===== src/rtl/ric_defines.vh =====
/*
 * Constants for the reset and interrupt control block: the register
 * offset, vector addresses, the unused vector byte and timing counts.
 * Assumes it is included by bare name into each design file that uses it.
 */
`ifndef RIC_DEFINES_VH
`define RIC_DEFINES_VH

// Register and vector addresses.
`define RIC_WDOG_SERVICE_ADDR 13'h1FF0
`define RIC_VEC_RESET 13'h1FFE
`define RIC_VEC_TRAP 13'h1FFC
`define RIC_VEC_EXT 13'h1FFA
`define RIC_VEC_TIMER 13'h1FF8
`define RIC_VEC_NONE 13'h0000

// Reset value of the unused vector low byte seen at the service location.
`define RIC_UNUSED_VEC_LSB 8'h00

// Watchdog: 18 stages clocked by the internal bus clock.
`define RIC_WDOG_STAGES 18
`define RIC_WDOG_TIMEOUT_US 65500
`define RIC_WDOG_CYCLES 18'h3FFFF

// Power-up stabilisation delay, in internal clock cycles.
`define RIC_POR_CYCLES 12'hFE0

// Length of the watchdog reset pulse, in clocks.
`define RIC_WDOG_PULSE 3'h4

// Clocks after an external take until the edge latch clears.
`define RIC_EXT_CLR_DELAY 4'h9

`endif


===== src/rtl/ric_top.v =====
/*
 * Reset and interrupt control: merges the external reset pin, the
 * power-up delay and the watchdog into one registered reset, and
 * arbitrates the hardware interrupt sources into a vector address.
 * Assumes the CPU core pulses the instruction boundary, acknowledges a
 * taken interrupt and reads vectors through the vector address port.
 * Pins (reset, interrupt, key inputs, programming voltage detect) are
 * asynchronous; timer flags and CPU strobes are on SYS_CLK_IN.
 */
// The plain strobed port was left to the implementer.
`timescale 1ns/100ps
`include "ric_defines.vh"

module ric_top (
	// Clock, reset and enable.
	input wire SYS_CLK_IN,
	input wire RESET_IN,
	input wire CLK_EN_IN,
	// Pins.
	input wire RESET_PIN_N_IN,
	input wire EXT_IRQ_N_IN,
	input wire PROG_VOLT_IN,
	input wire [7:0] KEY_N_IN,
	// Option register bits.
	input wire OPT_WDOG_EN_IN,
	input wire OPT_LEVEL_IN,
	input wire [7:0] OPT_KEY_EN_IN,
	// Timer flags and enables.
	input wire CAPTURE_FLAG_IN,
	input wire COMPARE_FLAG_IN,
	input wire ROLLOVER_FLAG_IN,
	input wire CAPTURE_EN_IN,
	input wire COMPARE_EN_IN,
	input wire ROLLOVER_EN_IN,
	// CPU core handshake.
	input wire MASK_BIT_IN,
	input wire INSTR_BOUNDARY_IN,
	input wire TRAP_INSTR_IN,
	input wire RETURN_INSTR_IN,
	input wire VEC_READ_IN,
	input wire [12:0] VEC_ADDR_IN,
	// Register port.
	input wire [12:0] REG_ADDR_IN,
	input wire [7:0] REG_WDATA_IN,
	input wire REG_WR_IN,
	input wire REG_RD_IN,
	output reg [7:0] REG_RDATA_OUT,
	// Outputs to CPU and peripherals.
	output reg INT_RESET_OUT,
	output reg SET_MASK_OUT,
	output reg TAKE_INT_OUT,
	output reg [12:0] VECTOR_OUT,
	output reg WDOG_RESET_OUT,
	output reg POR_ACTIVE_OUT,
	output reg EXT_PENDING_OUT
);

	// Synchroniser stages for all asynchronous pins.
	reg [1:0] rst_pin_sync_ff;
	reg [1:0] irq_sync_ff;
	reg [1:0] pv_sync_ff;
	reg [7:0] key_sync1_ff;
	reg [7:0] key_sync2_ff;
	reg irq_prev_ff;
	reg [7:0] key_prev_ff;

	// Power-up, watchdog and edge latch state.
	reg [11:0] por_cnt_ff;
	reg por_ff;
	reg [17:0] wdog_cnt_ff;
	reg [2:0] wdog_pulse_ff;
	reg edge_latch_ff;
	reg [3:0] ext_clr_cnt_ff;
	reg ext_clr_run_ff;

	// Interrupt sequencing.
	localparam ST_RUN = 2'h0;
	localparam ST_VEC = 2'h1;
	reg [1:0] state_ff;
	reg [1:0] nxt_state;

	wire rst_pin_low = ~rst_pin_sync_ff[1];
	wire irq_low = ~irq_sync_ff[1];
	wire prog_volt = pv_sync_ff[1];
	wire [7:0] key_low = ~key_sync2_ff & OPT_KEY_EN_IN;
	wire irq_fall = ~irq_prev_ff & irq_low;
	wire key_fall = |(key_low & ~key_prev_ff);
	wire wdog_active = OPT_WDOG_EN_IN & ~prog_volt;
	wire wdog_hit = REG_WR_IN & (REG_ADDR_IN == `RIC_WDOG_SERVICE_ADDR);
	wire wdog_expire = wdog_active &
		(wdog_cnt_ff == `RIC_WDOG_CYCLES);
	wire ext_level = OPT_LEVEL_IN & (irq_low | (|key_low));
	wire ext_req = edge_latch_ff | ext_level;
	wire timer_req = (CAPTURE_FLAG_IN & CAPTURE_EN_IN) |
		(COMPARE_FLAG_IN & COMPARE_EN_IN) |
		(ROLLOVER_FLAG_IN & ROLLOVER_EN_IN);
	wire hw_req = ~MASK_BIT_IN & (ext_req | timer_req);
	wire any_reset = rst_pin_low | por_ff | (|wdog_pulse_ff);
	reg [12:0] nxt_vector;

	// Two flops ahead of all logic; the first stage feeds only the second.
	always @(posedge SYS_CLK_IN) begin
		if (RESET_IN) begin
			rst_pin_sync_ff <= 2'h3;
			irq_sync_ff <= 2'h3;
			pv_sync_ff <= 2'h0;
			key_sync1_ff <= 8'hFF;
			key_sync2_ff <= 8'hFF;
			irq_prev_ff <= 1'b0;
			key_prev_ff <= 8'h00;
		end else if (CLK_EN_IN) begin
			rst_pin_sync_ff <= {rst_pin_sync_ff[0], RESET_PIN_N_IN};
			irq_sync_ff <= {irq_sync_ff[0], EXT_IRQ_N_IN};
			pv_sync_ff <= {pv_sync_ff[0], PROG_VOLT_IN};
			key_sync1_ff <= KEY_N_IN;
			key_sync2_ff <= key_sync1_ff;
			irq_prev_ff <= irq_low;
			key_prev_ff <= key_low;
		end
	end

	// Power-up delay counts from oscillator start, taken as reset release.
	always @(posedge SYS_CLK_IN) begin
		if (RESET_IN) begin
			por_cnt_ff <= 12'h000;
			por_ff <= 1'b1;
		end else if (CLK_EN_IN && por_ff) begin
			if (por_cnt_ff == `RIC_POR_CYCLES - 12'h001) begin
				por_ff <= 1'b0;
			end else begin
				por_cnt_ff <= por_cnt_ff + 12'h001;
			end
		end
	end

	// Watchdog counter; any write to the service byte clears it, whatever
	// the data, and the stored vector byte is not altered.
	always @(posedge SYS_CLK_IN) begin
		if (RESET_IN) begin
			wdog_cnt_ff <= 18'h00000;
			wdog_pulse_ff <= 3'h0;
		end else if (CLK_EN_IN) begin
			if (wdog_hit || any_reset || !wdog_active) begin
				wdog_cnt_ff <= 18'h00000;
			end else begin
				wdog_cnt_ff <= wdog_cnt_ff + 18'h00001;
			end
			if (wdog_expire) begin
				wdog_pulse_ff <= `RIC_WDOG_PULSE;
			end else if (wdog_pulse_ff != 3'h0) begin
				wdog_pulse_ff <= wdog_pulse_ff - 3'h1;
			end
		end
	end

	// Edge latch: a new edge wins over a clear in the same cycle; one seen earlier in the clear delay is still cleared.
	always @(posedge SYS_CLK_IN) begin
		if (RESET_IN || any_reset) begin
			edge_latch_ff <= 1'b0;
			ext_clr_cnt_ff <= 4'h0;
			ext_clr_run_ff <= 1'b0;
		end else if (CLK_EN_IN) begin
			if (irq_fall || key_fall) begin
				edge_latch_ff <= 1'b1;
			end else if (ext_clr_run_ff &&
				ext_clr_cnt_ff == `RIC_EXT_CLR_DELAY - 4'h1) begin
				edge_latch_ff <= 1'b0;
			end
			if (TAKE_INT_OUT && VECTOR_OUT == `RIC_VEC_EXT) begin
				ext_clr_run_ff <= 1'b1;
				ext_clr_cnt_ff <= 4'h0;
			end else if (ext_clr_run_ff) begin
				if (ext_clr_cnt_ff == `RIC_EXT_CLR_DELAY - 4'h1) begin
					ext_clr_run_ff <= 1'b0;
				end
				ext_clr_cnt_ff <= ext_clr_cnt_ff + 4'h1;
			end
		end
	end

	// Priority reset, external, timer, then trap; only level and latch feed the external
	// request, so edge-only mode never looks at the pin itself.
	always @* begin
		nxt_vector = `RIC_VEC_NONE;
		if (any_reset) begin
			nxt_vector = `RIC_VEC_RESET;
		end else if (hw_req && ext_req) begin
			nxt_vector = `RIC_VEC_EXT;
		end else if (hw_req && timer_req) begin
			nxt_vector = `RIC_VEC_TIMER;
		end else if (TRAP_INSTR_IN) begin
			nxt_vector = `RIC_VEC_TRAP;
		end
	end

	// Hardware requests act only at a boundary; pending ones go before
	// the trap, which in turn ignores the mask.
	always @* begin
		nxt_state = state_ff;
		case (state_ff)
			ST_RUN: begin
				if (INSTR_BOUNDARY_IN && !any_reset &&
					(hw_req || TRAP_INSTR_IN)) begin
					nxt_state = ST_VEC;
				end
			end
			ST_VEC: begin
				if (VEC_READ_IN || RETURN_INSTR_IN) begin
					nxt_state = ST_RUN;
				end
			end
			default: begin
				nxt_state = ST_RUN;
			end
		endcase
	end

	// Output registers; the return is handled by the core restoring the
	// stacked state, after which pending requests are evaluated afresh.
	always @(posedge SYS_CLK_IN) begin
		if (RESET_IN) begin
			state_ff <= ST_RUN;
			INT_RESET_OUT <= 1'b1;
			SET_MASK_OUT <= 1'b1;
			TAKE_INT_OUT <= 1'b0;
			VECTOR_OUT <= `RIC_VEC_RESET;
			WDOG_RESET_OUT <= 1'b0;
			POR_ACTIVE_OUT <= 1'b1;
			EXT_PENDING_OUT <= 1'b0;
			REG_RDATA_OUT <= 8'h00;
		end else if (CLK_EN_IN) begin
			state_ff <= any_reset ? ST_RUN : nxt_state;
			INT_RESET_OUT <= any_reset;
			WDOG_RESET_OUT <= |wdog_pulse_ff;
			POR_ACTIVE_OUT <= por_ff;
			EXT_PENDING_OUT <= ext_req;
			TAKE_INT_OUT <= (state_ff == ST_RUN) && (nxt_state == ST_VEC);
			if (any_reset || ((state_ff == ST_RUN) &&
				(nxt_state == ST_VEC))) begin
				VECTOR_OUT <= nxt_vector;
				SET_MASK_OUT <= 1'b1;
			end else begin
				SET_MASK_OUT <= 1'b0;
			end
			// Reads return the stored byte and leave the watchdog alone.
			if (REG_RD_IN && REG_ADDR_IN == `RIC_WDOG_SERVICE_ADDR) begin
				REG_RDATA_OUT <= `RIC_UNUSED_VEC_LSB;
			end else begin
				REG_RDATA_OUT <= 8'h00;
			end
		end
	end

endmodule // ric_top


===== config.mk =====
export PLATFORM = sky130hd
export DESIGN_NAME = ric_top
export DESIGN_NICKNAME = d
export VERILOG_FILES = /design/src/rtl/ric_top.v
export VERILOG_INCLUDE_DIRS = /design/src /design/src/rtl
export SDC_FILE = /design/constraint.sdc
export NUM_CORES = 1
export LEC_CHECK = 0
export ABC_AREA = 1
export BUFFER_PORTS_ARGS = -buffer_cell sky130_fd_sc_hd__buf_2
export CAP_MARGIN = 5
export CORE_ASPECT_RATIO = 1.2
export CORE_MARGIN = 2
export CORE_UTILIZATION = 53
export CTS_CLUSTER_DIAMETER = 150
export DETAILED_ROUTE_END_ITERATION = 12
export PLACE_DENSITY = 0.8
export SETUP_SLACK_MARGIN = 0.3
export SLEW_MARGIN = 10
export SYNTH_ARGS = -nofsm -noshare
export SYNTH_HDL_FRONTEND = slang
export SYNTH_SLANG_ARGS = --single-unit
export TNS_END_PERCENT = 50

===== constraint.sdc =====
create_clock -name SYS_CLK_IN -period 2.1 [get_ports SYS_CLK_IN]
set_clock_uncertainty 0.05 [all_clocks]
set_input_delay 0.21 -clock SYS_CLK_IN [delete_from_list [all_inputs] [get_ports SYS_CLK_IN]]
set_output_delay 0.21 -clock SYS_CLK_IN [all_outputs]
set_load 0.05 [all_outputs]

==> reports/metrics.yaml, run 1 <==
diodes: 0
irDropWorstVdd_mv: 0.465
p_leak_nw: 1.98
fin_nets: 664
setup_viol: 0
antenna_found_initial: 0
synth_area_per_cell_um2: 7.31
clockBufferDepth: 2
synth_top_area_share_pct: 43.7
synth_warnings: 0
yosys.area_share.simple_pct: 28.4
via_per_inst: 5.22
synth_edf_count: 0
fp.dieArea_mm2: 0.00778
min_period_ns: 1.82
cts_tree: "yes"
synth_seq_cells: 82
grt_overflow: 0
cts_num_sinks: 82
die_height_um: 96.3
arrival_ns: 2.06
rsz0062_at_grt: "true"
fmax_ghz: 0.550
htree_levels: 3
synthToLayoutAreaGrowth_pct: 19.5
final_core_util_pct: 65.6
die_x_um: 80.9
crit_start: "rst_pin_sync_ff[1]"
cts_buffers: 9
r2r-start: "rst_pin_sync_ff[1]"
reg2reg_to: "wdog_cnt_ff[8]"
portBuffers: 66
ys_seq_area_share_pct: 43.7
detail_route.wl_per_cell_um: 12.6
slew_headroom_pct: 65.2
dp_hpwl_mm: 5.78
synth_cells: 514
slowest_stage: "o31ai_4"
crit_chain: "inv_1 > nor2_1 > nand2_2 > nor2_4 > inv_4 > o31ai_4 > clkinvlp_4 > nor2_1"
required_ns: 2.34
vias: 3542
drc: 0
drive_gt1_share_pct: 23.0
synth_mux_area_share_pct: 0
outcome: "finished, final reports clean"
end_kind: "flop"
synth_top_family_by_area: "simple AND/OR/NAND/NOR gates"
hold_path.class: "in -> reg"
fp.coreArea_mm2: 0.00685
clkSlewWorstSetupHoldPaths_ns: 0.08
fillers: 588
root_buffer: "clkbuf_8"
insertion_delay_ns: 0.35
dr.pass1.iters: 5
worstMarginPinSlew_ns: 0.518
worstPathMaxFanout: 7
synth_area_leader_cell: "dfxtp_1"
setup_tns_ns: 0
slew_viol_final: 0
crit_type: "reg -> reg"
ys_top_cells_by_area: "dfxtp_1, nand2_1, a21oi_1, inv_1, nand3_1"
drt_iter0_markers: 136
synth_flop_cell: "dfxtp_1"
grtUsageTotal_pct: 22.7
hold_viol: 0
grt_pass1_wl_mm: 13.7
synth_compound_area_share_pct: 11.5
grt_pass1_vias: 3282
max_stage_delay_ns: 0.36
syn-cell-area_mm2: 0.00376
rr_worst_depth: 8
start_kind: "flop"
grt_max_degree: 35
synth-xor-area-share_pct: 3.03
synthAdderAreaFrac_pct: 2.00
timing.final.crit_share_pct: 86.5
ant_nets: 0
powerDensity_mw_per_mm2: 768
endpoint: "wdog_cnt_ff[8]"
pin_count: 98
maxCapViolCount: 0
routed_wl_mm: 8.57
floorplan.rows: 33
synth.distinct_cells: 34
gp_congestion: 0.835
r2r_setup_slack_ns: 0.28
holdWs_ns: 0.0207
initial_core_util_pct: 54.8
async_flop_share_pct: 0
cpMostUsedCell: "nor2_1"
timing repair:
item / CTS / global route
buffers inserted: 7 / 9
endpoints found under the setup margin: 10 / 28
hold buffers: 0 / 0
resized for setup: 13 / 12
pin swaps: 5 / 13
gates cloned: 1 / 0
placed cells by master, fill, tap and decap left out, types with 8 or more instances in the layout:
cell type,synthesis,layout
nand2_1,102,101
dfxtp_1,82,76
buf_2,1,66
inv_1,56,52
nor2_1,49,46
a21oi_1,42,42
nand3_1,40,39
o21ai_0,32,32
buf_4,18,20
nand4_1,15,15
nor3_1,11,11
clkbuf_8,0,10
xor2_1,9,9
conb_1,1,9
nor2_2,8,8
power breakdown:
part | internal (mW) | total (mW) | switching, mW
combinational | 0.208 | 0.531 | 0.323
clock | 0.706 | 1.25 | 0.540
sequential | 1.63 | 1.67 | 0.0455
total | 2.54 | 3.45 | 0.908
state kept, by name, indices dropped and copies added (netlist names), 2 cells and up:
signal,flops
ext_clr_cnt_ff,4
key_sync1_ff,8
state_ff,2
VECTOR_OUT,3
key_sync2_ff,8
key_prev_ff,8
wdog_pulse_ff,3
rst_pin_sync_ff,2
por_cnt_ff,12
wdog_cnt_ff,18
irq_sync_ff,2
pv_sync_ff,2
cells in the mapped netlist (9+ instances only):
cell,n
xor2_1,9
a21oi_1,42
nand3_1,40
o21ai_0,32
clkbuf_1,13
buf_4,18
nor3_1,11
nand4_1,15
nor2_1,49
dfxtp_1,82
inv_1,56
nand2_1,102
area by class of cell:
cell class,count,area (um^2),area share [%]
clock buffers,14,153,3.40
clock inverters,2,60.1,1.34
inverters,59,224,4.98
multi-input cells,347,1790,39.8
flip-flops and latches,82,1650,36.7
well taps,87,109,2.42
repair buffers,87,500,11.1
repair inverters,1,7.51,0.167
logic make-up after synthesis:
| logic type | count (synthesis) |
|---|---|
| adders and majority gates | 6 |
| and+or+nand+nor | 237 |
| xor gates and xnor gates | 13 |
| AOI/OAI and AO/OA | 82 |
| other | 1 |
| DFF | 82 |
| buffers and inverters | 93 |
layer usage:
layer / GRT usage, % / up-vias / share of wire (%)
met5: 0 / - / 0
met4: 11.2 / 0 / 2.7
met3: 5.35 / 17 / 5.9
met2: 42.4 / 107 / 51
met1: 23.5 / 1635 / 40
li1: - / 1783 / -
metrics by stage:
stage / worst slack, ns / total power [mW] / area (um^2) / instances
after detailed placement: 0.256 / 2.14 / 4080 / 646
after floorplan: 0.351 / 2.02 / 3790 / 522
after global placement: 0.336 / 2.12 / 4080 / 646
after global routing: 0.170 / 3.61 / 4490 / 679
after CTS: 0.299 / 3.44 / 4380 / 670
final: 0.283 / 3.45 / 4490 / 679
worst min path at each step:
stage,start,endpoint,slack (ns),cells past startpoint
after global placement,KEY_N_IN[3],key_sync1_ff[3],0.37,3
after global routing,KEY_N_IN[2],key_sync1_ff[2],0.03,3
after CTS,KEY_N_IN[1],key_sync1_ff[1],0.01,3
after floorplan,EXT_IRQ_N_IN,irq_sync_ff[0],0.29,2
final,KEY_N_IN[3],key_sync1_ff[3],0.02,3
after detailed placement,KEY_N_IN[1],key_sync1_ff[1],0.38,3
critical path, delay by kind of cell (launching register included):
family                 cells  cell delay [ns]
AOI/OAI and AO/OA          1             0.36
buffers and inverters      3             0.38
DFF                        1             0.31
and+or+nand+nor            4             0.66
Power figures use the tool's default switching activity.
==> run 2: changes to the inputs <==
--- a/config.mk
+++ b/config.mk
@@ -8,8 +8,8 @@
 export LEC_CHECK = 0
 export ABC_AREA = 1
 export BUFFER_PORTS_ARGS = -buffer_cell sky130_fd_sc_hd__buf_2
-export CAP_MARGIN = 5
-export CORE_ASPECT_RATIO = 1.2
+export CAP_MARGIN = 40
+export CORE_ASPECT_RATIO = 1.75
 export CORE_MARGIN = 2
 export CORE_UTILIZATION = 53
 export CTS_CLUSTER_DIAMETER = 150
==> run 2 against run 1 <==
Against the previous run: combinational power is essentially flat; wire length grew 1.3%; sequential share of layout area shrank 0.44 points; sequential power is essentially flat; sequential cell count is the same; non-clock buffer count shrank 6; count of clock-buffer cells in the layout shrank 1; first-iteration DRC count grew 60%; total power grew 13%; core utilization grew 0.72 points.
==> reports/metrics.yaml, run 2 (synthesized netlist as in run 1, its figures left out) <==
outcome: "finished, final reports clean"
arrival_ns: 2.03  # -0.03 ns
drt_iter0_markers: 217  # +60%
fillers: 567  # -3.6%
fin_nets: 658  # -0.90%
antenna_found_initial: 0  # unchanged
vias: 3490  # -1.5%
powerDensity_mw_per_mm2: 861  # +12%
root_buffer: "clkbuf_16"
fp.dieArea_mm2: 0.00781  # +0.30%
largestRegisters: "wdog_cnt_ff x18, por_cnt_ff x12"
insertion_delay_ns: 0.34  # about the same
synthToLayoutAreaGrowth_pct: 20.9
rsz0062_at_grt: "true"
initial_core_util_pct: 54.8  # about the same
grt_pass1_vias: 3286  # +0.12%
gp_congestion: 0.843  # +1.0%
portBuffers: 66  # unchanged
worstMarginPinSlew_ns: 0.550  # +0.0319 ns
slew_viol_final: 0  # unchanged
min_period_ns: 1.81  # -0.00923 ns
p_int_mw: 2.93  # +15%
diodes: 0  # unchanged
seq_power_share_pct: 42.8  # -5.7 points
grt_overflow: 0  # unchanged
rr_worst_depth: 9  # +1
timing.final.crit_share_pct: 86.1  # -0.44 points
die_x_um: 67.7  # -16%
layout_commonest_cell: "nand2_1"
slew_headroom_pct: 63.1  # -2.1 points
setup_viol: 0  # unchanged
crit_type: "reg -> reg"
maxCapViolCount: 0  # unchanged
die_height_um: 115  # +20%
fmax_ghz: 0.553  # +0.51%
via_per_inst: 5.22  # about the same
hold_path.class: "in -> reg"
grt_pass1_wl_mm: 13.8  # +0.86%
p_comb_share_pct: 13.5  # -1.9 points
floorplan.rows: 40  # +21%
end_kind: "flop"
required_ns: 2.32  # -0.02 ns
detail_route.wl_per_cell_um: 13.0  # +2.9%
p_leak_nw: 2.00  # +0.97%
clkPwrFrac_pct: 43.7  # +7.6 points
drive_gt1_share_pct: 22.2  # -0.75 points
largest_reg_flops: 18  # unchanged
clkSlewWorstSetupHoldPaths_ns: 0.06  # -0.02 ns
setup_tns_ns: 0  # unchanged
grtUsageTotal_pct: 23.2  # +0.46 points
cts_tree: "yes"
switching_share_pct: 25.1  # -1.3 points
ant_nets: 0  # unchanged
routed_wl_mm: 8.69  # +1.3%
htree_levels: 3  # unchanged
hold_path_depth: 3  # unchanged
dp_hpwl_mm: 5.87  # +1.6%
fp.coreArea_mm2: 0.00686  # about the same
hold_viol: 0  # unchanged
p_sw_mw: 0.980  # +8.0%
cts_num_sinks: 82  # unchanged
pin_count: 98  # unchanged
start_kind: "flop"
drc: 0  # unchanged
grt_max_degree: 50  # +43%
layout_common_cells: "nand2_1, dfxtp_1, buf_2, inv_1, nor2_1"
worstPathMaxFanout: 3  # -4
p_total_mw: 3.91  # +13%
top_register: "wdog_cnt_ff"
clockBufferDepth: 2  # unchanged
dr.pass1.iters: 4  # -1
irDropWorstVdd_mv: 0.577  # +24%
cts_buffers: 9  # unchanged
## run 2: changes by cell type in the layout (fill, tap and decap cells not counted), moves of 2 or more
cell and change:
clkbuf_1 -2, clkbuf_8 -8, buf_4 -5, clkbuf_16 +9
## run 2: worst paths after layout
kind                                       start         endpoint  slack (ns)
worst min-delay path                EXT_IRQ_N_IN   irq_sync_ff[0]        0.03
worst max register to register  wdog_pulse_ff[1]  wdog_cnt_ff[17]        0.29
worst max-delay path            wdog_pulse_ff[1]  wdog_cnt_ff[17]        0.29
worst min register to register     por_cnt_ff[8]    por_cnt_ff[8]        0.40
## run 2: area by class of cell
class                      count  area (um^2)  area share, %
timing repair buffer          81          443           9.75
inverter                      59          224           4.93
tap                           84          105           2.31
clock inverter                 2         60.1           1.32
sequential                    82         1650           36.3
multi-input combinational    347         1800           39.5
timing repair inverter         1         7.51          0.165
clock buffer                  13          260           5.73
## run 2: per-stage QoR
stage	hold WS [ns]	instance area [um^2]	std cells	setup slack, ns	utilization (%)
3_5_place_dp	0.375	4070	644	0.243	59.3
2_1_floorplan	0.286	3790	522	0.351	-
4_1_cts	0.0229	4490	667	0.284	65.5
5_1_grt	0.0451	4540	669	0.265	66.3
3_3_place_gp	0.370	4070	644	0.326	59.3
6_report	0.0259	4540	669	0.292	66.3
## run 2: worst max-delay path: stages, from the launching register on
cell and delay, ns:
dfxtp_2 0.33, inv_2 0.08, ha_4 0.13, inv_2 0.04, nor2_4 0.11, nand2_4 0.07, buf_4 0.15, nor3_1 0.47
nand4_1 0.16, a21oi_1 0.16
## run 2: power by group through the flow
stage | Sequential, mW | Clock [mW] | Combinational (mW)
CTS | 1.67 | 1.72 | 0.527
floorplan | 1.74 | 0 | 0.285
global placement | 1.70 | 0 | 0.417
global route | 1.68 | 1.77 | 0.577
finish | 1.68 | 1.71 | 0.529
detailed placement | 1.70 | 0 | 0.436
## run 2: repair_timing
| item | CTS | global route |
|---|---|---|
| hold buffers | 0 | 0 |
| setup endpoints to repair | 15 | 24 |
| buffers inserted | 7 | 2 |
| cloned | 1 | 0 |
| pin swaps | 6 | 7 |
| gates resized for setup | 16 | 10 |
## run 2: metal layers
layer,GRT usage (%),share of wire (%),vias up
met5,0,0,-
met4,10.3,2.6,0
met3,4.99,4.8,18
met2,42.6,54,81
met1,24.1,38,1610
li1,-,-,1781
==> run 3: changes to the inputs <==
--- a/config.mk
+++ b/config.mk
@@ -15,7 +15,6 @@
 export CTS_CLUSTER_DIAMETER = 150
 export DETAILED_ROUTE_END_ITERATION = 12
 export PLACE_DENSITY = 0.8
-export SETUP_SLACK_MARGIN = 0.3
 export SLEW_MARGIN = 10
 export SYNTH_ARGS = -nofsm -noshare
 export SYNTH_HDL_FRONTEND = slang
==> run 3 against run 2 <==
Against the previous run: die area did not move; count of clock-buffer cells in the layout down 4; highest routed layer unchanged; critical path depth stayed put.
==> reports/metrics.yaml, run 3 (synthesized netlist as in run 1, its figures left out) <==
grt_pass1_wl_mm: 13.2  # -4.3%
crit_chain: "ha_1 > nand3_1 > nor2_1 > nand2_1 > nor2_2 > nand2_1 > nor2_2 > xor2_1 > nor2_1"
die_x_um: 67.7  # unchanged
clkSlewWorstSetupHoldPaths_ns: 0.06  # about the same
reg2reg_to: "wdog_cnt_ff[12]"
p_leak_nw: 1.92  # -3.8%
final_cells: 660  # -1.3%
fp.dieArea_mm2: 0.00781  # unchanged
detail_route.wl_per_cell_um: 12.2  # -6.0%
setup_tns_ns: 0  # unchanged
dr.pass1.iters: 4  # unchanged
p_total_mw: 3.69  # -5.7%
insertion_delay_ns: 0.34  # about the same
outcome: "finished, final reports clean"
layout_commonest_cell: "nand2_1"
largest_reg_flops: 18  # unchanged
worstMarginPinSlew_ns: 0.534  # -0.0157 ns
post_cts_buffers: 0  # -7
htree_levels: 3  # unchanged
irDropWorstVdd_mv: 0.630  # +9.1%
clockBufferDepth: 2  # unchanged
slew_viol_final: 0  # unchanged
layout_common_cells: "nand2_1, dfxtp_1, buf_2, inv_1, nor2_1"
fp.coreArea_mm2: 0.00686  # unchanged
cts_tree: "yes"
pin_count: 98  # unchanged
worstPathMaxFanout: 5  # +2
hold_path.class: "in -> reg"
crit_type: "reg -> reg"
grtUsageTotal_pct: 22.1  # -1.1 points
floorplan.rows: 40  # unchanged
endpoint: "wdog_cnt_ff[12]"
slew_headroom_pct: 64.1  # +1.1 points
grt_pass1_vias: 3286  # unchanged
slowest_stage: "dfxtp_1"
vias: 3390  # -2.9%
routed_wl_mm: 8.06  # -7.2%
ctsResizeCount: 0  # -16
max_stage_delay_ns: 0.41  # -0.06 ns
r2r_setup_slack_ns: 0.21  # -0.08 ns
end_kind: "flop"
required_ns: 2.27  # -0.05 ns
cts_num_sinks: 82  # unchanged
crit_start: "wdog_cnt_ff[0]"
initial_core_util_pct: 54.8  # unchanged
hold_buffers: 0  # unchanged
min_period_ns: 1.89  # +0.0828 ns
rr_worst_depth: 9  # unchanged
via_per_inst: 5.14  # -1.5%
setup_viol: 0  # unchanged
start_kind: "flop"
portBuffers: 66  # unchanged
fmax_ghz: 0.529  # -4.4%
synthToLayoutAreaGrowth_pct: 16.2
diodes: 0  # unchanged
die_height_um: 115  # unchanged
fin_nets: 648  # -1.5%
hold_viol: 0  # unchanged
root_buffer: "clkbuf_16"
antenna_found_initial: 0  # unchanged
gp_congestion: 0.849  # +0.65%
cts_buffers: 9  # unchanged
arrival_ns: 2.06  # +0.03 ns
grt_max_degree: 50  # unchanged
timing.final.crit_share_pct: 90.0  # +3.9 points
dp_hpwl_mm: 5.86  # -0.23%
drive_gt1_share_pct: 18.4  # -3.8 points
drc: 0  # unchanged
r2r-start: "wdog_cnt_ff[0]"
largestRegisters: "wdog_cnt_ff x18, por_cnt_ff x12"
rsz0062_at_grt: "false"
top_register: "wdog_cnt_ff"
maxCapViolCount: 0  # unchanged
ant_nets: 0  # unchanged
powerDensity_mw_per_mm2: 845  # -1.9%
dp.cells: 644  # unchanged
drt_iter0_markers: 188  # -13%
grt_overflow: 0  # unchanged
[run 3: stage by stage]
| step | area [um^2] | hold slack, ns | utilization [%] | worst slack, ns |
|---|---|---|---|---|
| 6_report | 4370 | 0.0292 | 63.7 | 0.209 |
| 3_3_place_gp | 4070 | 0.371 | 59.3 | 0.333 |
| 4_1_cts | 4370 | 0.0233 | 63.7 | 0.224 |
| 2_1_floorplan | 3790 | 0.286 | - | 0.281 |
| 3_5_place_dp | 4070 | 0.378 | 59.3 | 0.254 |
| 5_1_grt | 4370 | 0.0345 | 63.7 | 0.0434 |
[run 3: metal layers]
layer  track usage (%)  share of wire, %  up-vias
met3              5.68               4.3       11
li1                  -                 -     1756
met1              22.0                39     1547
met2              40.5                55       76
met4              11.2               1.8        0
met5                 0                 0        -
[run 3: report_power, final]
part	leakage (nW)	internal (mW)	switching [mW]
Combinational	1.10	0.146	0.293
Sequential	0.670	1.63	0.0388
Clock	0.146	0.931	0.654
[run 3: worst min path at each step]
stage          slack, ns          from         endpoint  cells past startpoint
5_1_grt             0.03   KEY_N_IN[0]  key_sync1_ff[0]                      3
2_1_floorplan       0.29  EXT_IRQ_N_IN   irq_sync_ff[0]                      2
6_report            0.03  EXT_IRQ_N_IN   irq_sync_ff[0]                      3
3_3_place_gp        0.37  EXT_IRQ_N_IN   irq_sync_ff[0]                      3
4_1_cts             0.02  EXT_IRQ_N_IN   irq_sync_ff[0]                      3
3_5_place_dp        0.38   KEY_N_IN[4]  key_sync1_ff[4]                      3
[run 3: cell type report]
class / count / area [um^2]
fillers: 606 / 2490
inverters: 59 / 221
clock buffers: 9 / 225
repair buffers: 72 / 375
well taps: 84 / 105
multi-input cells: 347 / 1720
flip-flops and latches: 82 / 1640
clock inverters: 7 / 77.6
[run 3: worst max-delay path: cells and delay by family, from the launching register on]
| family | cells | cell delay, ns |
|---|---|---|
| simple gates | 7 | 0.88 |
| fa+ha+maj | 1 | 0.22 |
| flops | 1 | 0.41 |
| xor+xnor | 1 | 0.20 |
